`config.mk`:
```
export PLATFORM = sky130hd
export DESIGN_NAME = rsi_top
export DESIGN_NICKNAME = d
export VERILOG_FILES = /design/src/shared/rsi_pkg.sv /design/src/hdl/rsi_top.sv /design/src/hdl/rsi_sync.sv
export VERILOG_INCLUDE_DIRS = /design/src /design/src/shared
export SDC_FILE = /design/constraint.sdc
export NUM_CORES = 1
export LEC_CHECK = 0
export BUFFER_PORTS_ARGS = -buffer_cell sky130_fd_sc_hd__buf_2
export CAP_MARGIN = 10
export CELL_PAD_IN_SITES_DETAIL_PLACEMENT = 0
export CELL_PAD_IN_SITES_GLOBAL_PLACEMENT = 1
export CORE_MARGIN = 3
export CORE_UTILIZATION = 39
export DETAILED_ROUTE_END_ITERATION = 12
export GPL_ROUTABILITY_DRIVEN = 0
export PLACE_DENSITY = 0.83
export SYNTH_ARGS = -nofsm -noshare
export SYNTH_HDL_FRONTEND = slang
export SYNTH_HIERARCHICAL = 1
export SYNTH_SLANG_ARGS = --single-unit
```
`constraint.sdc`:
```
create_clock -name pclk -period 2.8 [get_ports pclk]
set_input_delay 0.28 -clock pclk [delete_from_list [all_inputs] [get_ports pclk]]
set_output_delay 0.28 -clock pclk [all_outputs]
set_load 0.05 [all_outputs]
```
`src/shared/rsi_defs.svh`:
```
`ifndef RSI_DEFS_SVH
`define RSI_DEFS_SVH

// apb register byte offsets
`define RSI_OFS_CTRL        12'h000
`define RSI_OFS_STATUS      12'h004
`define RSI_OFS_VECTOR      12'h008
`define RSI_OFS_STABCNT     12'h00c

// field positions
`define RSI_CTRL_SOFT_BIT   0
`define RSI_VEC_RBE_BIT     6
`define RSI_VEC_MBE_BIT     7

// reset vector words in program memory
`define RSI_VEC_HI_ADDR     14'h0000
`define RSI_VEC_LO_ADDR     14'h0001

// scratch data memory that no reset preserves
`define RSI_SCRATCH_LO      12'h0f8
`define RSI_SCRATCH_COUNT   20'h00006

// reset values
`define RSI_PC_RST          14'h0000
`define RSI_ZERO32          32'h00000000

// oscillation stabilisation: 31.3 ms, printed for a 4.19 MHz main clock
`define RSI_STAB_TIME_US    31300
`define RSI_STAB_REF_KHZ    4190
`define RSI_CLK_MHZ         20
`define RSI_STAB_CYCLES     (`RSI_STAB_TIME_US * `RSI_CLK_MHZ)

`endif

```
`src/shared/rsi_pkg.sv`:
```
package rsi_pkg;

   // reset sequencer states
   typedef enum logic [2:0] {
      S_RUN   = 3'b000,
      S_HOLD  = 3'b001,
      S_FETCH0 = 3'b010,
      S_FETCH1 = 3'b011,
      S_LOAD  = 3'b100,
      S_STAB  = 3'b101
   } rsi_seq_t;

   // cpu operating mode at the moment of reset
   typedef enum logic [1:0] {
      RSI_MODE_NORMAL = 2'b00,
      RSI_MODE_IDLE   = 2'b01,
      RSI_MODE_STOP   = 2'b10
   } rsi_mode_t;

   // two-stage synchroniser state
   typedef struct packed {
      logic meta;
      logic q;
   } rsi_sync_t;

   // whole sequencer and bus slave state
   typedef struct packed {
      rsi_seq_t    state;
      logic [19:0] cnt;
      logic [7:0]  word0;
      logic [13:0] pc;
      logic        mbe;
      logic        rbe;
      logic        retained;
      logic        idle;
      logic        clr_psw;
      logic        clr_banks;
      logic        clr_clocks;
      logic        clr_int;
      logic        clr_imod;
      logic        prog_rd;
      logic [13:0] prog_addr;
      logic        ram_we;
      logic [11:0] ram_addr;
      logic [7:0]  rst_count;
      logic        pready;
      logic [31:0] prdata;
      logic        pslverr;
   } rsi_state_t;

endpackage : rsi_pkg

```
`src/hdl/rsi_top.sv`:
```
// The address map and the APB interface to the registers are this design's own decisions.
`timescale 1ns/1ps
`include "rsi_defs.svh"

module rsi_top #(
   parameter int STAB_CYCLES = `RSI_STAB_CYCLES
) (
   // clock and reset
   input  wire logic              pclk,
   input  wire logic              presetn,
   // apb slave
   input  wire logic              psel,
   input  wire logic              penable,
   input  wire logic              pwrite,
   input  wire logic [11:0]       paddr,
   input  wire logic [31:0]       pwdata,
   output logic                   pready,
   output logic [31:0]            prdata,
   output logic                   pslverr,
   // external reset pin
   input  wire logic              ext_reset_n,
   // cpu side
   input  rsi_pkg::rsi_mode_t     cpu_mode,
   output logic                   cpu_idle,
   output logic                   ctx_retained,
   output logic [13:0]            program_counter,
   output logic                   memory_bank_enable,
   output logic                   register_bank_enable,
   // register clear levels
   output logic                   clr_psw,
   output logic                   clr_banks,
   output logic                   clr_clocks,
   output logic                   clr_int,
   output logic                   clr_imod,
   // program memory vector fetch
   output logic                   prog_rd,
   output logic [13:0]            prog_addr,
   input  wire logic [7:0]        prog_data,
   // scratch data memory clear
   output logic                   ram_clr_we,
   output logic [11:0]            ram_clr_addr
);
   import rsi_pkg::*;

   localparam logic [19:0] STAB_LAST = 20'(STAB_CYCLES - 1);

   rsi_state_t st;
   rsi_state_t next_st;
   logic       rst_s;
   logic       soft_req;
   logic       rst_req;
   logic       apb_done;

   // reset pin crosses into pclk before anything reads it
   rsi_sync u_sync (
      .clk   (pclk),
      .rst_n (presetn),
      .d     (ext_reset_n),
      .q     (rst_s)
   );

   // write completes at the edge where pready is seen high
   assign apb_done = psel && penable && st.pready;
   assign soft_req = apb_done && pwrite && (paddr == `RSI_OFS_CTRL)
                     && pwdata[`RSI_CTRL_SOFT_BIT];
   assign rst_req  = !rst_s || soft_req;

   // next state: bus slave, then sequencer, then reset override
   always_comb begin
      next_st         = st;
      next_st.pready  = 1'b0;
      next_st.prog_rd = 1'b0;
      next_st.ram_we  = 1'b0;
      // one wait state, then answer with data or error
      if (psel && penable && !st.pready) begin
         next_st.pready  = 1'b1;
         next_st.pslverr = 1'b0;
         case (paddr)
            `RSI_OFS_CTRL: begin
               next_st.prdata = `RSI_ZERO32;
            end
            `RSI_OFS_STATUS: begin
               next_st.prdata = {16'h0000, st.rst_count, 3'h0,
                                 st.retained, st.idle, st.state};
            end
            `RSI_OFS_VECTOR: begin
               next_st.prdata = {16'h0000, st.mbe, st.rbe, st.pc};
            end
            `RSI_OFS_STABCNT: begin
               next_st.prdata = {12'h000, st.cnt};
            end
            default: begin
               next_st.prdata  = `RSI_ZERO32;
               next_st.pslverr = 1'b1;
            end
         endcase
      end
      // vector fetch and stabilisation sequence
      case (st.state)
         S_RUN: begin
         end
         S_HOLD: begin
            next_st.state     = S_FETCH0;
            next_st.prog_rd   = 1'b1;
            next_st.prog_addr = `RSI_VEC_HI_ADDR;
         end
         S_FETCH0: begin
            next_st.state     = S_FETCH1;
            next_st.prog_rd   = 1'b1;
            next_st.prog_addr = `RSI_VEC_LO_ADDR;
         end
         S_FETCH1: begin
            next_st.state = S_LOAD;
            next_st.word0 = prog_data;
         end
         S_LOAD: begin
            next_st.state    = S_STAB;
            next_st.pc       = {st.word0[5:0], prog_data};
            next_st.rbe      = st.word0[`RSI_VEC_RBE_BIT];
            next_st.mbe      = st.word0[`RSI_VEC_MBE_BIT];
            next_st.cnt      = 20'h00000;
            next_st.ram_we   = 1'b1;
            next_st.ram_addr = `RSI_SCRATCH_LO;
         end
         S_STAB: begin
            next_st.cnt      = st.cnt + 20'h00001;
            next_st.ram_we   = (st.cnt + 20'h00001) < `RSI_SCRATCH_COUNT;
            next_st.ram_addr = st.ram_addr + 12'h001;
            if (st.cnt == STAB_LAST) begin
               next_st.state      = S_RUN;
               next_st.idle       = 1'b0;
               next_st.clr_psw    = 1'b0;
               next_st.clr_banks  = 1'b0;
               next_st.clr_clocks = 1'b0;
               next_st.clr_int    = 1'b0;
               next_st.clr_imod   = 1'b0;
               next_st.ram_we     = 1'b0;
            end
         end
         default: begin
            next_st.state = S_HOLD;
         end
      endcase
      // a reset from pin or software restarts the whole sequence
      if (rst_req) begin
         if (st.state == S_RUN) begin
            next_st.retained  = (cpu_mode != RSI_MODE_NORMAL);
            next_st.rst_count = st.rst_count + 8'h01;
         end
         next_st.state      = S_HOLD;
         next_st.idle       = 1'b1;
         next_st.clr_psw    = 1'b1;
         next_st.clr_banks  = 1'b1;
         next_st.clr_clocks = 1'b1;
         next_st.clr_int    = 1'b1;
         next_st.clr_imod   = 1'b1;
         next_st.prog_rd    = 1'b0;
         next_st.ram_we     = 1'b0;
         next_st.cnt        = 20'h00000;
      end
   end

   // state register; bus reset behaves as a normal-operation reset
   always_ff @(posedge pclk or negedge presetn) begin
      if (!presetn) begin
         st            <= '0;
         st.state      <= S_HOLD;
         st.pc         <= `RSI_PC_RST;
         st.idle       <= 1'b1;
         st.clr_psw    <= 1'b1;
         st.clr_banks  <= 1'b1;
         st.clr_clocks <= 1'b1;
         st.clr_int    <= 1'b1;
         st.clr_imod   <= 1'b1;
      end else begin
         st <= next_st;
      end
   end

   // outputs straight from the state register
   assign pready               = st.pready;
   assign prdata               = st.prdata;
   assign pslverr              = st.pslverr;
   assign cpu_idle             = st.idle;
   assign ctx_retained         = st.retained;
   assign program_counter      = st.pc;
   assign memory_bank_enable   = st.mbe;
   assign register_bank_enable = st.rbe;
   assign clr_psw              = st.clr_psw;
   assign clr_banks            = st.clr_banks;
   assign clr_clocks           = st.clr_clocks;
   assign clr_int              = st.clr_int;
   assign clr_imod             = st.clr_imod;
   assign prog_rd              = st.prog_rd;
   assign prog_addr            = st.prog_addr;
   assign ram_clr_we           = st.ram_we;
   assign ram_clr_addr         = st.ram_addr;
endmodule : rsi_top

```
`src/hdl/rsi_sync.sv`:
```
`timescale 1ns/1ps

module rsi_sync (
   // clock and reset
   input  wire logic clk,
   input  wire logic rst_n,
   // asynchronous level in, synchronised level out
   input  wire logic d,
   output logic      q
);
   import rsi_pkg::*;

   rsi_sync_t st;
   rsi_sync_t next_st;

   // shift the pin through two stages
   always_comb begin
      next_st.meta = d;
      next_st.q    = st.meta;
   end

   // reset value reads as pin asserted so power-up runs a full sequence
   always_ff @(posedge clk or negedge rst_n) begin
      if (!rst_n) begin
         st <= '0;
      end else begin
         st <= next_st;
      end
   end

   assign q = st.q;

endmodule : rsi_sync

```
### Yosys cells after proc, flatten, opt, wreduce, memory -nomap -nowiden

Index checks and enable logic that the tools add are counted.

* register bits: 126
* latch bits: 0
* RAM bits: 0
* bits in read-only memories: 0
* input port bits: 60
* output and inout port bits: 85
* word-level logic and storage cells: 73
* memories kept: 0

* $add $sub $neg: 3
* multipliers: 0
* div/mod/pow operators: 0
* $lt $le $gt $ge: 1
* equal/unequal tests: 11
* shift operators: 0
* muxes and demuxes: 14
* bitwise gates (word level): 0
* reductions and logical operators: 21

Operator list (number)
* 20-bit one-hot mux with 3 select lines: 1
* 20-bit one-hot mux with 2 select lines: 1
* 34-bit 2-to-1 mux: 1
* 15-bit one-hot mux with 2 select lines: 1
* 13-bit one-hot mux with 2 select lines: 1
* 12-bit by 4-bit equality test with 1-bit output, second input constant: 2
* 23-bit 2-to-1 mux: 1
* 20-bit by 1-bit adder with 20-bit output, second input constant: 1
* 20-bit equality test, second input constant: 1
* 20-bit by 3-bit less-than comparator with 1-bit output, second input constant: 1
* 3-bit one-hot mux with 6 select lines: 1
* 12-bit by 1-bit adder with 12-bit output, second input constant: 1
* 12-bit by 3-bit equality test with 1-bit output, second input constant: 1
* 12-bit zero test: 1
* 6-bit 2-to-1 mux: 2
* 2-bit nonzero test: 5
* 8-bit by 1-bit adder with 8-bit output, second input constant: 1
* 7-bit 2-to-1 mux: 1
* 3-bit by 2-bit equality test with 1-bit output, second input constant: 2
* 3-bit equality test, second input constant: 2
* 1-bit logical AND: 6
* 2-bit AND reduction: 3
* 4-bit OR reduction: 1
* 3-bit by 1-bit equality test with 1-bit output, second input constant: 1
* other kinds (8): 11

### Depth between registers and ports, before layout

Gate-level depths: netlist of the first run.

* depth after elaboration: 8
* gate-level depth with buffers: 9
* gate-level depth less buffers: 7

### By module

The synthesis of the first run kept the hierarchy.

Modules (own cells, without submodules)
* rsi_top: instances 1, cells an instance 585, area each 5291.3 um2, sequential area each 2354.8 um2
* rsi_sync: instances 1, cells an instance 2, area each 50.0 um2, sequential area each 50.0 um2

### Least setup slack after synthesis of the first run

Ideal clock, no wire load.

* path type: flip-flop to flip-flop
* start point: register st (netlist bit pready)
* end point: register st[35] (netlist name)
* data arrival time: 2.115 ns
* required time: 2.675 ns
* path slack: 0.560 ns
* stages on the path, launching flop included: 6
* buffers on the path: 0
* clock period less this slack: 2.240 ns
* cell sequence: dfrtp_1 -> nand3_1 -> or4_4 -> o21a_4 -> nor4_4 -> mux2_2

* cells in the longest elaborated chain, start to end: 6

RTL lines
* start, declared: line rsi_top.sv:47 `rsi_state_t st;`
* start signal, assigned: line rsi_top.sv:176 `st <= next_st;`
* 1-bit logical AND: line rsi_top.sv:63 `assign apb_done = psel && penable && st.pready;`
* 1-bit logical AND (3 in a row): line rsi_top.sv:64 `` assign soft_req = apb_done && pwrite && (paddr == `RSI_OFS_CTRL) ``
* 1-bit logical OR: line rsi_top.sv:66 `assign rst_req = !rst_s || soft_req;`
* 2-bit AND reduction (no line)

No other way between the ends.
A chain may end at the register's enable or synchronous reset.

==> results of run 1 <==
[cell usage after synthesis, types with 3 or more instances]
master    instances  area [um2]
and2_1            4        25.0
nor4_1            8        50.1
inv_1             3        11.3
and3_1            9        56.3
mux2_2           22         248
buf_2            10        50.1
o31ai_1           8        60.1
nor3_1            6        30.0
clkbuf_1         20        75.1
xor2_1            4        35.0
nand2_1          97         364
o21ai_0          58         290
a21oi_1          11        55.1
nand4_1          13        81.3
nand3_1          23         115
dfrtp_1          94        2350
xnor2_1          12         105
a22o_1            5        43.8
ha_1              3        37.5
nor2b_1           6        37.5
mux2i_1           5        50.1
nand2b_1          3        18.8
nor2_1           38         143
a22oi_1          13        97.6
buf_4            79         593
[cells in the final DEF, fill, tap and decap left out, types with 3 or more instances in the layout]
cell / Yosys / routed
mux2i_1: 5 / 5
dfrtp_1: 94 / 94
nor2_1: 38 / 38
o31ai_1: 8 / 8
and3_1: 9 / 9
buf_4: 79 / 18
clkbuf_8: 0 / 3
nand3_1: 23 / 23
nand4_1: 13 / 13
nor2b_1: 6 / 6
nor3_1: 6 / 6
nor4_1: 8 / 8
xor2_1: 4 / 4
xnor2_1: 12 / 12
and2_1: 4 / 4
clkbuf_16: 0 / 9
inv_1: 3 / 3
nand2_1: 97 / 97
a22oi_1: 13 / 13
buf_2: 10 / 87
nand2b_1: 3 / 3
a21oi_1: 11 / 11
ha_1: 3 / 3
o21ai_0: 58 / 57
conb_1: 1 / 25
mux2_2: 22 / 22
a22o_1: 5 / 5
[where the power goes]
part	internal [W]	switching (W)	leakage [nW]	total (W)
Clock	0.000765	0.000524	0.159	0.00129
Combinational	0.000407	0.00108	1.33	0.00148
Sequential	0.00167	0.000316	1.25	0.00198
Total	0.00284	0.00192	2.73	0.00476
[final timing paths]
kind                       slack, ns               from  depth (start not counted)           endpoint
hold reg to reg                 0.36  u_sync/next_st[0]                          0           u_sync/q
setup / recovery                0.29            st[101]                          7         ram_clr_we
max in group asynchronous       1.54            presetn                          3             st[35]
min in group asynchronous       0.48            presetn                          2         prdata[19]
setup reg to reg                0.29            st[101]                          7         ram_clr_we
hold / removal                  0.04        ext_reset_n                          1  u_sync/next_st[0]
[per-stage QoR]
step	power, W	std cells	hold slack, ns
4_1_cts	0.00480	797	0.0295
6_report	0.00476	797	0.0404
3_3_place_gp	0.00346	780	0.329
2_1_floorplan	0.00330	611	-0.0156
5_1_grt	0.00500	797	0.0276
3_5_place_dp	0.00350	780	0.335
[cells by family (layout without fill, tap and decap cells)]
family	count (synthesis)	count (layout)	share of synthesized area, %
simple gates	220	220	19.5
buf+inv	115	125	14.0
compound gates	109	109	12.5
flops	96	96	45.0
mux	27	27	5.58
xor+xnor	16	16	2.62
fa+ha+maj	3	3	0.703
other cells	1	25	0.0702
[cell type report]
class                      count  area share (%)
clock buffer                  12            4.58
clock inverter                 4           0.839
sequential                    96            41.3
multi-input combinational    400            39.3
tap                          176            3.79
inverter                       3           0.194
timing repair buffer         106            9.98
[state kept, by name (all words and copies together), names as in the netlist, 12 cells and up]
name and count:
st 39, prdata 20, program_counter 14, ram_clr_addr 12
[worst register-to-register path, delay by kind of cell (launching register included)]
family / cells / cell delay [ns]
adders and majority gates: 1 / 0.41
DFF: 1 / 0.47
AOI/OAI and AO/OA: 2 / 0.36
and+or+nand+nor: 4 / 1.16
[per-layer routing]
| layer | part of all wire, % | GRT usage, % | up-vias |
|---|---|---|---|
| li1 | - | - | 1995 |
| met1 | 43 | 23.7 | 2108 |
| met2 | 49 | 30.0 | 128 |
| met3 | 5.5 | 4.39 | 15 |
| met4 | 1.8 | 6.23 | 0 |
| met5 | 0 | 0 | - |
[timing repair]
action                                  in CTS  in global routing
endpoints found under the setup margin       0                  0
endpoints found under the hold margin       44                  0
hold buffers                                 1                  0
==> results.toml, run 1 <==
[global_routing]
antenna_found_initial = 0
grt_pass1_vias = 4035
overflow = 0
grt_pass1_wl_um = 21400
grt_max_degree = 48
track_usage_pct = 18.2

[sta]
slew_headroom_pct = 19.0
setup_slack_ns = 0.289
finalCritPeriodShare_pct = 89.7
fmax_mhz = 398
setup_tns_ns = 0
finClkSkew_ns = 0.00935
hold_viol = 0
tightestPinTransition_ns = 1.21
finalSetupViolations = 0
rsz0062_at_grt = "false"
fin_crit_ns = 2.51
slew_viol_final = 0

[clock_tree]
cts_resized = 0
clock_sinks = 96
htreeDepth = 3
path_clk_slew_ns = 0.07
insertion_delay_ns = 0.35
numCtsBuffers = 9
cts_tree = "done"
cts_buffer_depth = 2
clockRootBuffer = "clkbuf_16"
post_cts_buffers = 0

[drt]
antenna_left = 0
drt-total-wl_um = 13300
drt_iter0_drc = 202
wl_per_cell_um = 16.7
via_per_inst = 5.33
routed-via-count = 4246
drc_errors = 0
drt_pass1_iterations = 5

[yosys]
synth.avg_cell_area_um2 = 9.10
yosysSeqAreaShare_pct = 45.0
synth_seq_cells = 96
netlist_area_mm2 = 0.00534
synth.distinct_cells = 51
synthFlopType = "dfrtp_1"
yosys_warnings = 6
synth_edf_count = 0
async_reset_ff_share_pct = 100
synthCells = 587

[placement]
dp_slack_ns = 0.346
place_area_mm2 = 0.00549
place_hpwl_um = 9710
io_buffers = 88

[power_and_ir_drop]
vdd_ir_drop_max_mv = 0.652
cellPowerDensity_mw_per_mm2 = 818
p_leak_nw = 2.73

[critical_path]
path_buf_inv = 0
required_ns = 3.04
startpoint_type = "flop"
crit_family = "simple AND/OR/NAND/NOR gates"
critPathCaptureType = "flop"
arrival_ns = 2.75
path_cells = "ha_1 > nand2_1 > nor2_1 > nand4_1 > a21o_1 > or4_1 > o22ai_1"
critical-path-max-stage-delay_ns = 0.50
worstPathMaxFanout = 10
critPathKind = "flop to flop"
slowest_stage = "or4_1"

[run_status]
status = "finished, final reports clean"

[cells_and_area]
multiInputGateArea_mm2 = 0.00228
fillers = 1279
final_nets = 679
diodes = 0
ff_latch_area_mm2 = 0.00240
final_area_mm2 = 0.00582
areaGrowthSynthToFinish_pct = 8.90
utilization_pct = 43.8
post_route_cells_drive_above_1_share_pct = 24.6

[floorplanning]
dieArea_mm2 = 0.0151
die_x_um = 123
io_pins = 145
placementRows = 42
design.core.area_mm2 = 0.0133
die_y_um = 123
initial_utilization_pct = 40.2

[flow_run]
drv_cap = 0

[min_path]
hold_class = "input pin to flop"
Note: power is estimated with default switching activity, not from simulation.
==> run 2, diff against run 1 <==
--- a/config.mk
+++ b/config.mk
@@ -11,10 +11,11 @@
 export CELL_PAD_IN_SITES_DETAIL_PLACEMENT = 0
 export CELL_PAD_IN_SITES_GLOBAL_PLACEMENT = 1
 export CORE_MARGIN = 3
-export CORE_UTILIZATION = 39
+export CORE_UTILIZATION = 41
+export CTS_BUF_LIST = sky130_fd_sc_hd__clkbuf_8
 export DETAILED_ROUTE_END_ITERATION = 12
 export GPL_ROUTABILITY_DRIVEN = 0
-export PLACE_DENSITY = 0.83
+export PLACE_DENSITY = 0.86
 export SYNTH_ARGS = -nofsm -noshare
 export SYNTH_HDL_FRONTEND = slang
 export SYNTH_HIERARCHICAL = 1
==> constraint.sdc (replaced) <==
create_clock -name pclk -period 2.81 [get_ports pclk]
set_input_delay 0.281 -clock pclk [delete_from_list [all_inputs] [get_ports pclk]]
set_output_delay 0.281 -clock pclk [all_outputs]
set_load 0.05 [all_outputs]
==> run 2 against run 1 <==
Compared with the run above: worst setup slack gained 0.058 ns; register-to-register slack improved by 0.06 ns; cell area down 2.2%; highest routed layer unchanged; largest power group unchanged; combinational power is essentially flat; wire length is 6.6% lower; sequential power is essentially flat.
==> results.toml, run 2 (synthesis results as in run 1) <==
[critical_path]
worstPathMaxFanout = 10
arrival_ns = 2.72
startpoint_type = "flop"
worst_path_most_repeated_cell = "nand4_1"
required_ns = 3.07
critPathCaptureType = "flop"
path_buf_inv = 1
path_cells = "nand4_1 > buf_4 > nor2_1 > nand4_1 > a21o_1 > or4_1 > o22ai_1"
crit_cells = 7
r2r_cells = 7
crit_family = "simple AND/OR/NAND/NOR gates"
r2r_slack_ns = 0.35
critical-path-max-stage-delay_ns = 0.51
slowest_stage = "dfrtp_1"
critPathKind = "flop to flop"

[floorplanning]
die_y_um = 120
initial_utilization_pct = 42.2
design.core.area_mm2 = 0.0127
die_x_um = 120
io_pins = 145
dieArea_mm2 = 0.0144
placementRows = 41

[sta]
fmax_mhz = 406
finalSetupViolations = 0
finClkSkew_ns = 0.0131
hold_viol = 0
setup_tns_ns = 0
slew_viol_final = 0
fin_crit_ns = 2.46
tightestPinTransition_ns = 1.13
slew_headroom_pct = 24.6
finalCritPeriodShare_pct = 87.7
setup_slack_ns = 0.347
rsz0062_at_grt = "false"

[power_and_ir_drop]
p_sw_w = 0.00189
vdd_ir_drop_max_mv = 0.682
combPwrFrac_pct = 34.4
p_clk_share_pct = 19.5
p_seq_share_pct = 46.1
p_int_w = 0.00240
p_leak_nw = 2.66
cellPowerDensity_mw_per_mm2 = 753
swShare_pct = 44.1

[min_path]
hold_class = "input pin to flop"
whs_path_depth = 3

[drt]
antenna_left = 0
drt_pass1_iterations = 4
via_per_inst = 5.21
routed-via-count = 4129
drt-total-wl_um = 12400
drt_iter0_drc = 291
drc_errors = 0
wl_per_cell_um = 15.7

[clock_tree]
post_cts_buffers = 0
cts_buffer_depth = 2
numCtsBuffers = 9
cts_tree = "done"
clockRootBuffer = "clkbuf_8"
insertion_delay_ns = 0.37
clock_sinks = 96
htreeDepth = 3
path_clk_slew_ns = 0.10

[global_routing]
overflow = 0
track_usage_pct = 17.7
grt_pass1_wl_um = 20300
grt_max_degree = 97
antenna_found_initial = 0
grt_pass1_vias = 3951

[cells_and_area]
post_route_cells_drive_above_1_share_pct = 24.5
largest_reg_flops = 39
layout_commonest_cell = "nand2_1"
diodes = 0
areaGrowthSynthToFinish_pct = 6.54
regMostFlops = "st"
final_area_mm2 = 0.00569
layout_common_cells = "nand2_1 (97), dfrtp_1 (94), buf_2 (87)"
final_nets = 679

[flow_run]
drv_cap = 0

[placement]
place_area_mm2 = 0.00549
place_hpwl_um = 9090
dp_slack_ns = 0.388
io_buffers = 88

[run_status]
status = "finished, final reports clean"
-- run 2: changes by cell type in the layout (fill, tap and decap cells not counted), sizes merged --
| cell | previous run | this run |
|---|---|---|
| dlygate4sd3 | 1 | 2 |
| inv | 4 | 5 |
| clkbuf | 12 | 9 |
| buf | 105 | 104 |
| clkinvlp | 0 | 2 |
| bufinv | 1 | 0 |
| clkinv | 2 | 3 |
-- run 2: worst register-to-register path, cell delays in order (launching register included) --
cell and delay (ns):
dfrtp_1 0.51, nand4_1 0.26, buf_4 0.25, nor2_1 0.37
nand4_1 0.15, a21o_1 0.17, or4_1 0.49, o22ai_1 0.17
-- run 2: final timing paths --
check | start | to
max | st[104] | ram_clr_we
min | prog_data[7] | program_counter[7]
max reg2reg | st[104] | ram_clr_we
min reg2reg | u_sync/next_st[0] | u_sync/q
max in group asynchronous | presetn | cpu_idle
min in group asynchronous | presetn | prdata[19]
-- run 2: repair_timing --
item                                    4_1_cts  5_1_grt
hold buffers                                  2        0
gates resized for setup                       0        0
hold endpoints to repair                     95        0
endpoints found under the setup margin        0        0
-- run 2: power groups by stage --
stage	registers [W]	clock network, W	logic, W
after detailed placement	0.00200	0	0.00148
final	0.00198	0.000834	0.00147
after global placement	0.00199	0	0.00146
after global routing	0.00202	0.000930	0.00158
after CTS	0.00197	0.000868	0.00149
after floorplan	0.00194	0	0.00135
-- run 2: cell type report --
| class | instances | area (um2) |
|---|---|---|
| Clock buffer | 9 | 124 |
| Clock inverter | 7 | 55.1 |
| Fill cell | 1253 | 6980 |
| Inverter | 3 | 11.3 |
| Multi-Input combinational cell | 400 | 2280 |
| Sequential cell | 96 | 2400 |
| Tap cell | 172 | 215 |
| Timing Repair Buffer | 106 | 596 |
-- run 2: stage by stage --
stage / utilization [%] / hold WS [ns] / std cells / total power (W)
floorplan: - / -0.0146 / 611 / 0.00329
global placement: 43.3 / 0.353 / 775 / 0.00345
detailed placement: 43.3 / 0.346 / 775 / 0.00348
CTS: 44.9 / 0.0918 / 793 / 0.00433
global route: 44.9 / 0.108 / 793 / 0.00453
finish: 44.9 / 0.113 / 793 / 0.00428
-- run 2: routing by layer --
layer | track usage, % | wire length [um]
met5 | 0 | 0
met4 | 6.44 | 131
met3 | 3.77 | 619
met2 | 28.5 | 6180
met1 | 23.7 | 5480
==> run 3, diff against run 2 <==
--- a/config.mk
+++ b/config.mk
@@ -6,12 +6,13 @@
 export SDC_FILE = /design/constraint.sdc
 export NUM_CORES = 1
 export LEC_CHECK = 0
+export ABC_AREA = 1
 export BUFFER_PORTS_ARGS = -buffer_cell sky130_fd_sc_hd__buf_2
 export CAP_MARGIN = 10
 export CELL_PAD_IN_SITES_DETAIL_PLACEMENT = 0
 export CELL_PAD_IN_SITES_GLOBAL_PLACEMENT = 1
 export CORE_MARGIN = 3
-export CORE_UTILIZATION = 41
+export CORE_UTILIZATION = 40
 export CTS_BUF_LIST = sky130_fd_sc_hd__clkbuf_8
 export DETAILED_ROUTE_END_ITERATION = 12
 export GPL_ROUTABILITY_DRIVEN = 0
==> run 3 against run 2 <==
Compared with the run above: cell area grew 2.6%; global-route usage grew 0.15 points; register-to-register slack gained 0.03 ns; highest routed layer unchanged; clock-buffer cell count is the same; critical endpoint is now memory_bank_enable; clock skew grew 0.00071 ns; non-clock buffer count shrank 10; core utilization shrank 0.99 points.
==> results.toml, run 3 <==
[run_status]
status = "finished, final reports clean"

[yosys]
synthFlopType = "dfrtp_1"
netlist_area_mm2 = 0.00547
synth_seq_cells = 96
synth.distinct_cells = 40
synth.avg_cell_area_um2 = 7.97
post-synth-top-count-cell = "nand2_1"
synth_common_cells = "nand2_1 (211), dfrtp_1 (94), buf_4 (82), inv_1 (60), nor2_1 (43)"
synth.area.top_cells = "dfrtp_1 (43%), nand2_1 (14%), buf_4 (11%)"
synth_edf_count = 0
yosysSeqAreaShare_pct = 44.0
async_reset_ff_share_pct = 100
synthCells = 686
yosys.area.top_type_share_pct = 43.0
yosysTopAreaCell = "dfrtp_1"
yosys_warnings = 6

[sta]
fmax_mhz = 411
hold_viol = 0
slew_viol_final = 0
setup_tns_ns = 0
rsz0062_at_grt = "false"
fin_crit_ns = 2.43
tightestPinTransition_ns = 0.903
slew_headroom_pct = 39.6
finalCritPeriodShare_pct = 86.6
finalSetupViolations = 0
finClkSkew_ns = 0.0138

[drt]
drt_iter0_drc = 271
drt_pass1_iterations = 5
via_per_inst = 4.85
drc_errors = 0
antenna_left = 0
wl_per_cell_um = 14.4
routed-via-count = 4388
drt-total-wl_um = 13000

[critical_path]
critical-path-max-stage-delay_ns = 0.68
critPathCaptureType = "flop"
critPathKind = "flop to flop"
r2r_cells = 7
r2r_slack_ns = 0.38
arrival_ns = 2.70
path_buf_inv = 3
path_cells = "nor2_1 > inv_1 > nor2_1 > inv_1 > buf_4 > nand2_1 > o21ai_0"
required_ns = 3.08
reg2reg_from = "st[122]"
reg2reg_to = "memory_bank_enable"
crit_family = "buffers and inverters"
worstPathMaxFanout = 16
startpoint_type = "flop"
slowest_stage = "nor2_1"

[clock_tree]
numCtsBuffers = 9
htreeDepth = 3
clockRootBuffer = "clkbuf_8"
hold_buffers = 2
cts_tree = "done"
cts_resized = 0
post_cts_buffers = 0
path_clk_slew_ns = 0.09
clock_sinks = 96
insertion_delay_ns = 0.39
cts_buffer_depth = 2

[floorplanning]
die_y_um = 123
io_pins = 145
design.core.area_mm2 = 0.0133
placementRows = 42
die_x_um = 123
initial_utilization_pct = 41.1
dieArea_mm2 = 0.0151

[cells_and_area]
fillers = 1348
largest_reg_flops = 39
multiInputGateArea_mm2 = 0.00223
areaGrowthSynthToFinish_pct = 6.80
ff_latch_area_mm2 = 0.00240
post_route_cells_drive_above_1_share_pct = 20.7
layout_common_cells = "nand2_1 (211), dfrtp_1 (94), buf_2 (87)"
final_area_mm2 = 0.00584
regMostFlops = "st"
diodes = 0
final_nets = 787
final-instance-count-excl-fill = 905
utilization_pct = 43.9
layout_commonest_cell = "nand2_1"

[min_path]
whs_path_depth = 3
hp-start = "prog_data[6]"
hold_class = "input pin to flop"
whs_endpoint = "st[99]"

[placement]
place_hpwl_um = 9890
dp_cells = 887
place_area_mm2 = 0.00561
io_buffers = 88

[power_and_ir_drop]
p_leak_nw = 2.90
vdd_ir_drop_max_mv = 0.640
p_total_w = 0.00445
cellPowerDensity_mw_per_mm2 = 762

[global_routing]
overflow = 0
antenna_found_initial = 0
track_usage_pct = 17.9
grt_pass1_vias = 4273
grt_max_degree = 53
grt_pass1_wl_um = 20900

[flow_run]
drv_cap = 0
## run 3: cell count changes after synthesis, moves of 8 or more
cell      change
o21ai_0      -20
o211ai_1     +13
o22ai_1      +14
mux2_2       -22
nand2_1     +114
a22oi_1      -12
inv_1        +57
xnor2_1      -10
nor4_1        -8
and3_1        -9
clkbuf_1     -15
## run 3: layout make-up
| type | instances | area share [%] |
|---|---|---|
| sequential | 96 | 41.2 |
| timing repair buffer | 96 | 8.91 |
| clock buffer | 9 | 2.12 |
| inverter | 66 | 4.24 |
| multi-input combinational | 455 | 38.3 |
| tap | 176 | 3.77 |
| clock inverter | 7 | 1.50 |
## run 3: worst max path at each step
stage	slack, ns	from	cells past startpoint	to
after CTS	0.34	st[122]	7	memory_bank_enable
after global routing	0.02	st[122]	6	program_counter[10]
final	0.38	st[122]	7	memory_bank_enable
after global placement	0.40	st[122]	7	program_counter[10]
after floorplan	1.15	pready	6	st[35]
after detailed placement	0.37	st[122]	7	memory_bank_enable
## run 3: through the flow
step	hold slack [ns]	setup slack, ns
final	0.111	0.378
after global routing	0.0955	0.0242
after CTS	0.0945	0.344
after detailed placement	0.335	0.373
after global placement	0.334	0.401
after floorplan	-0.0146	1.15
## run 3: power breakdown
part / total (W) / switching [W] / internal [W] / leakage [nW]
Clock: 0.000990 / 0.000495 / 0.000495 / 0.114
Sequential: 0.00195 / 0.000284 / 0.00167 / 1.25
Combinational: 0.00151 / 0.00117 / 0.000338 / 1.53
Total: 0.00445 / 0.00195 / 0.00250 / 2.90
## run 3: worst reg2reg max path, cell delays in order, from the launching register on
cell	delay, ns
dfrtp_1	0.45
nor2_1	0.13
inv_1	0.06
nor2_1	0.68
inv_1	0.51
buf_4	0.33
nand2_1	0.07
o21ai_0	0.08
## run 3: cells by family after synthesis
family,count (synthesis),synth area share [%]
other cells,1,0.0686
mux,1,0.275
fa+ha+maj,3,0.687
buf+inv,159,16.8
flops,96,44.0
simple gates,334,27.8
xor+xnor,8,1.28
compound gates,84,9.15
## run 3: routing by layer
layer  vias to the layer above  routed length [um]  global-route usage [%]
met5                         -                   0                       0
met4                         0                 250                    5.46
met3                        18                 929                    5.40
met2                       145                5800                    27.7
met1                      2053                6030                    24.2
li1                       2172                   -                       -
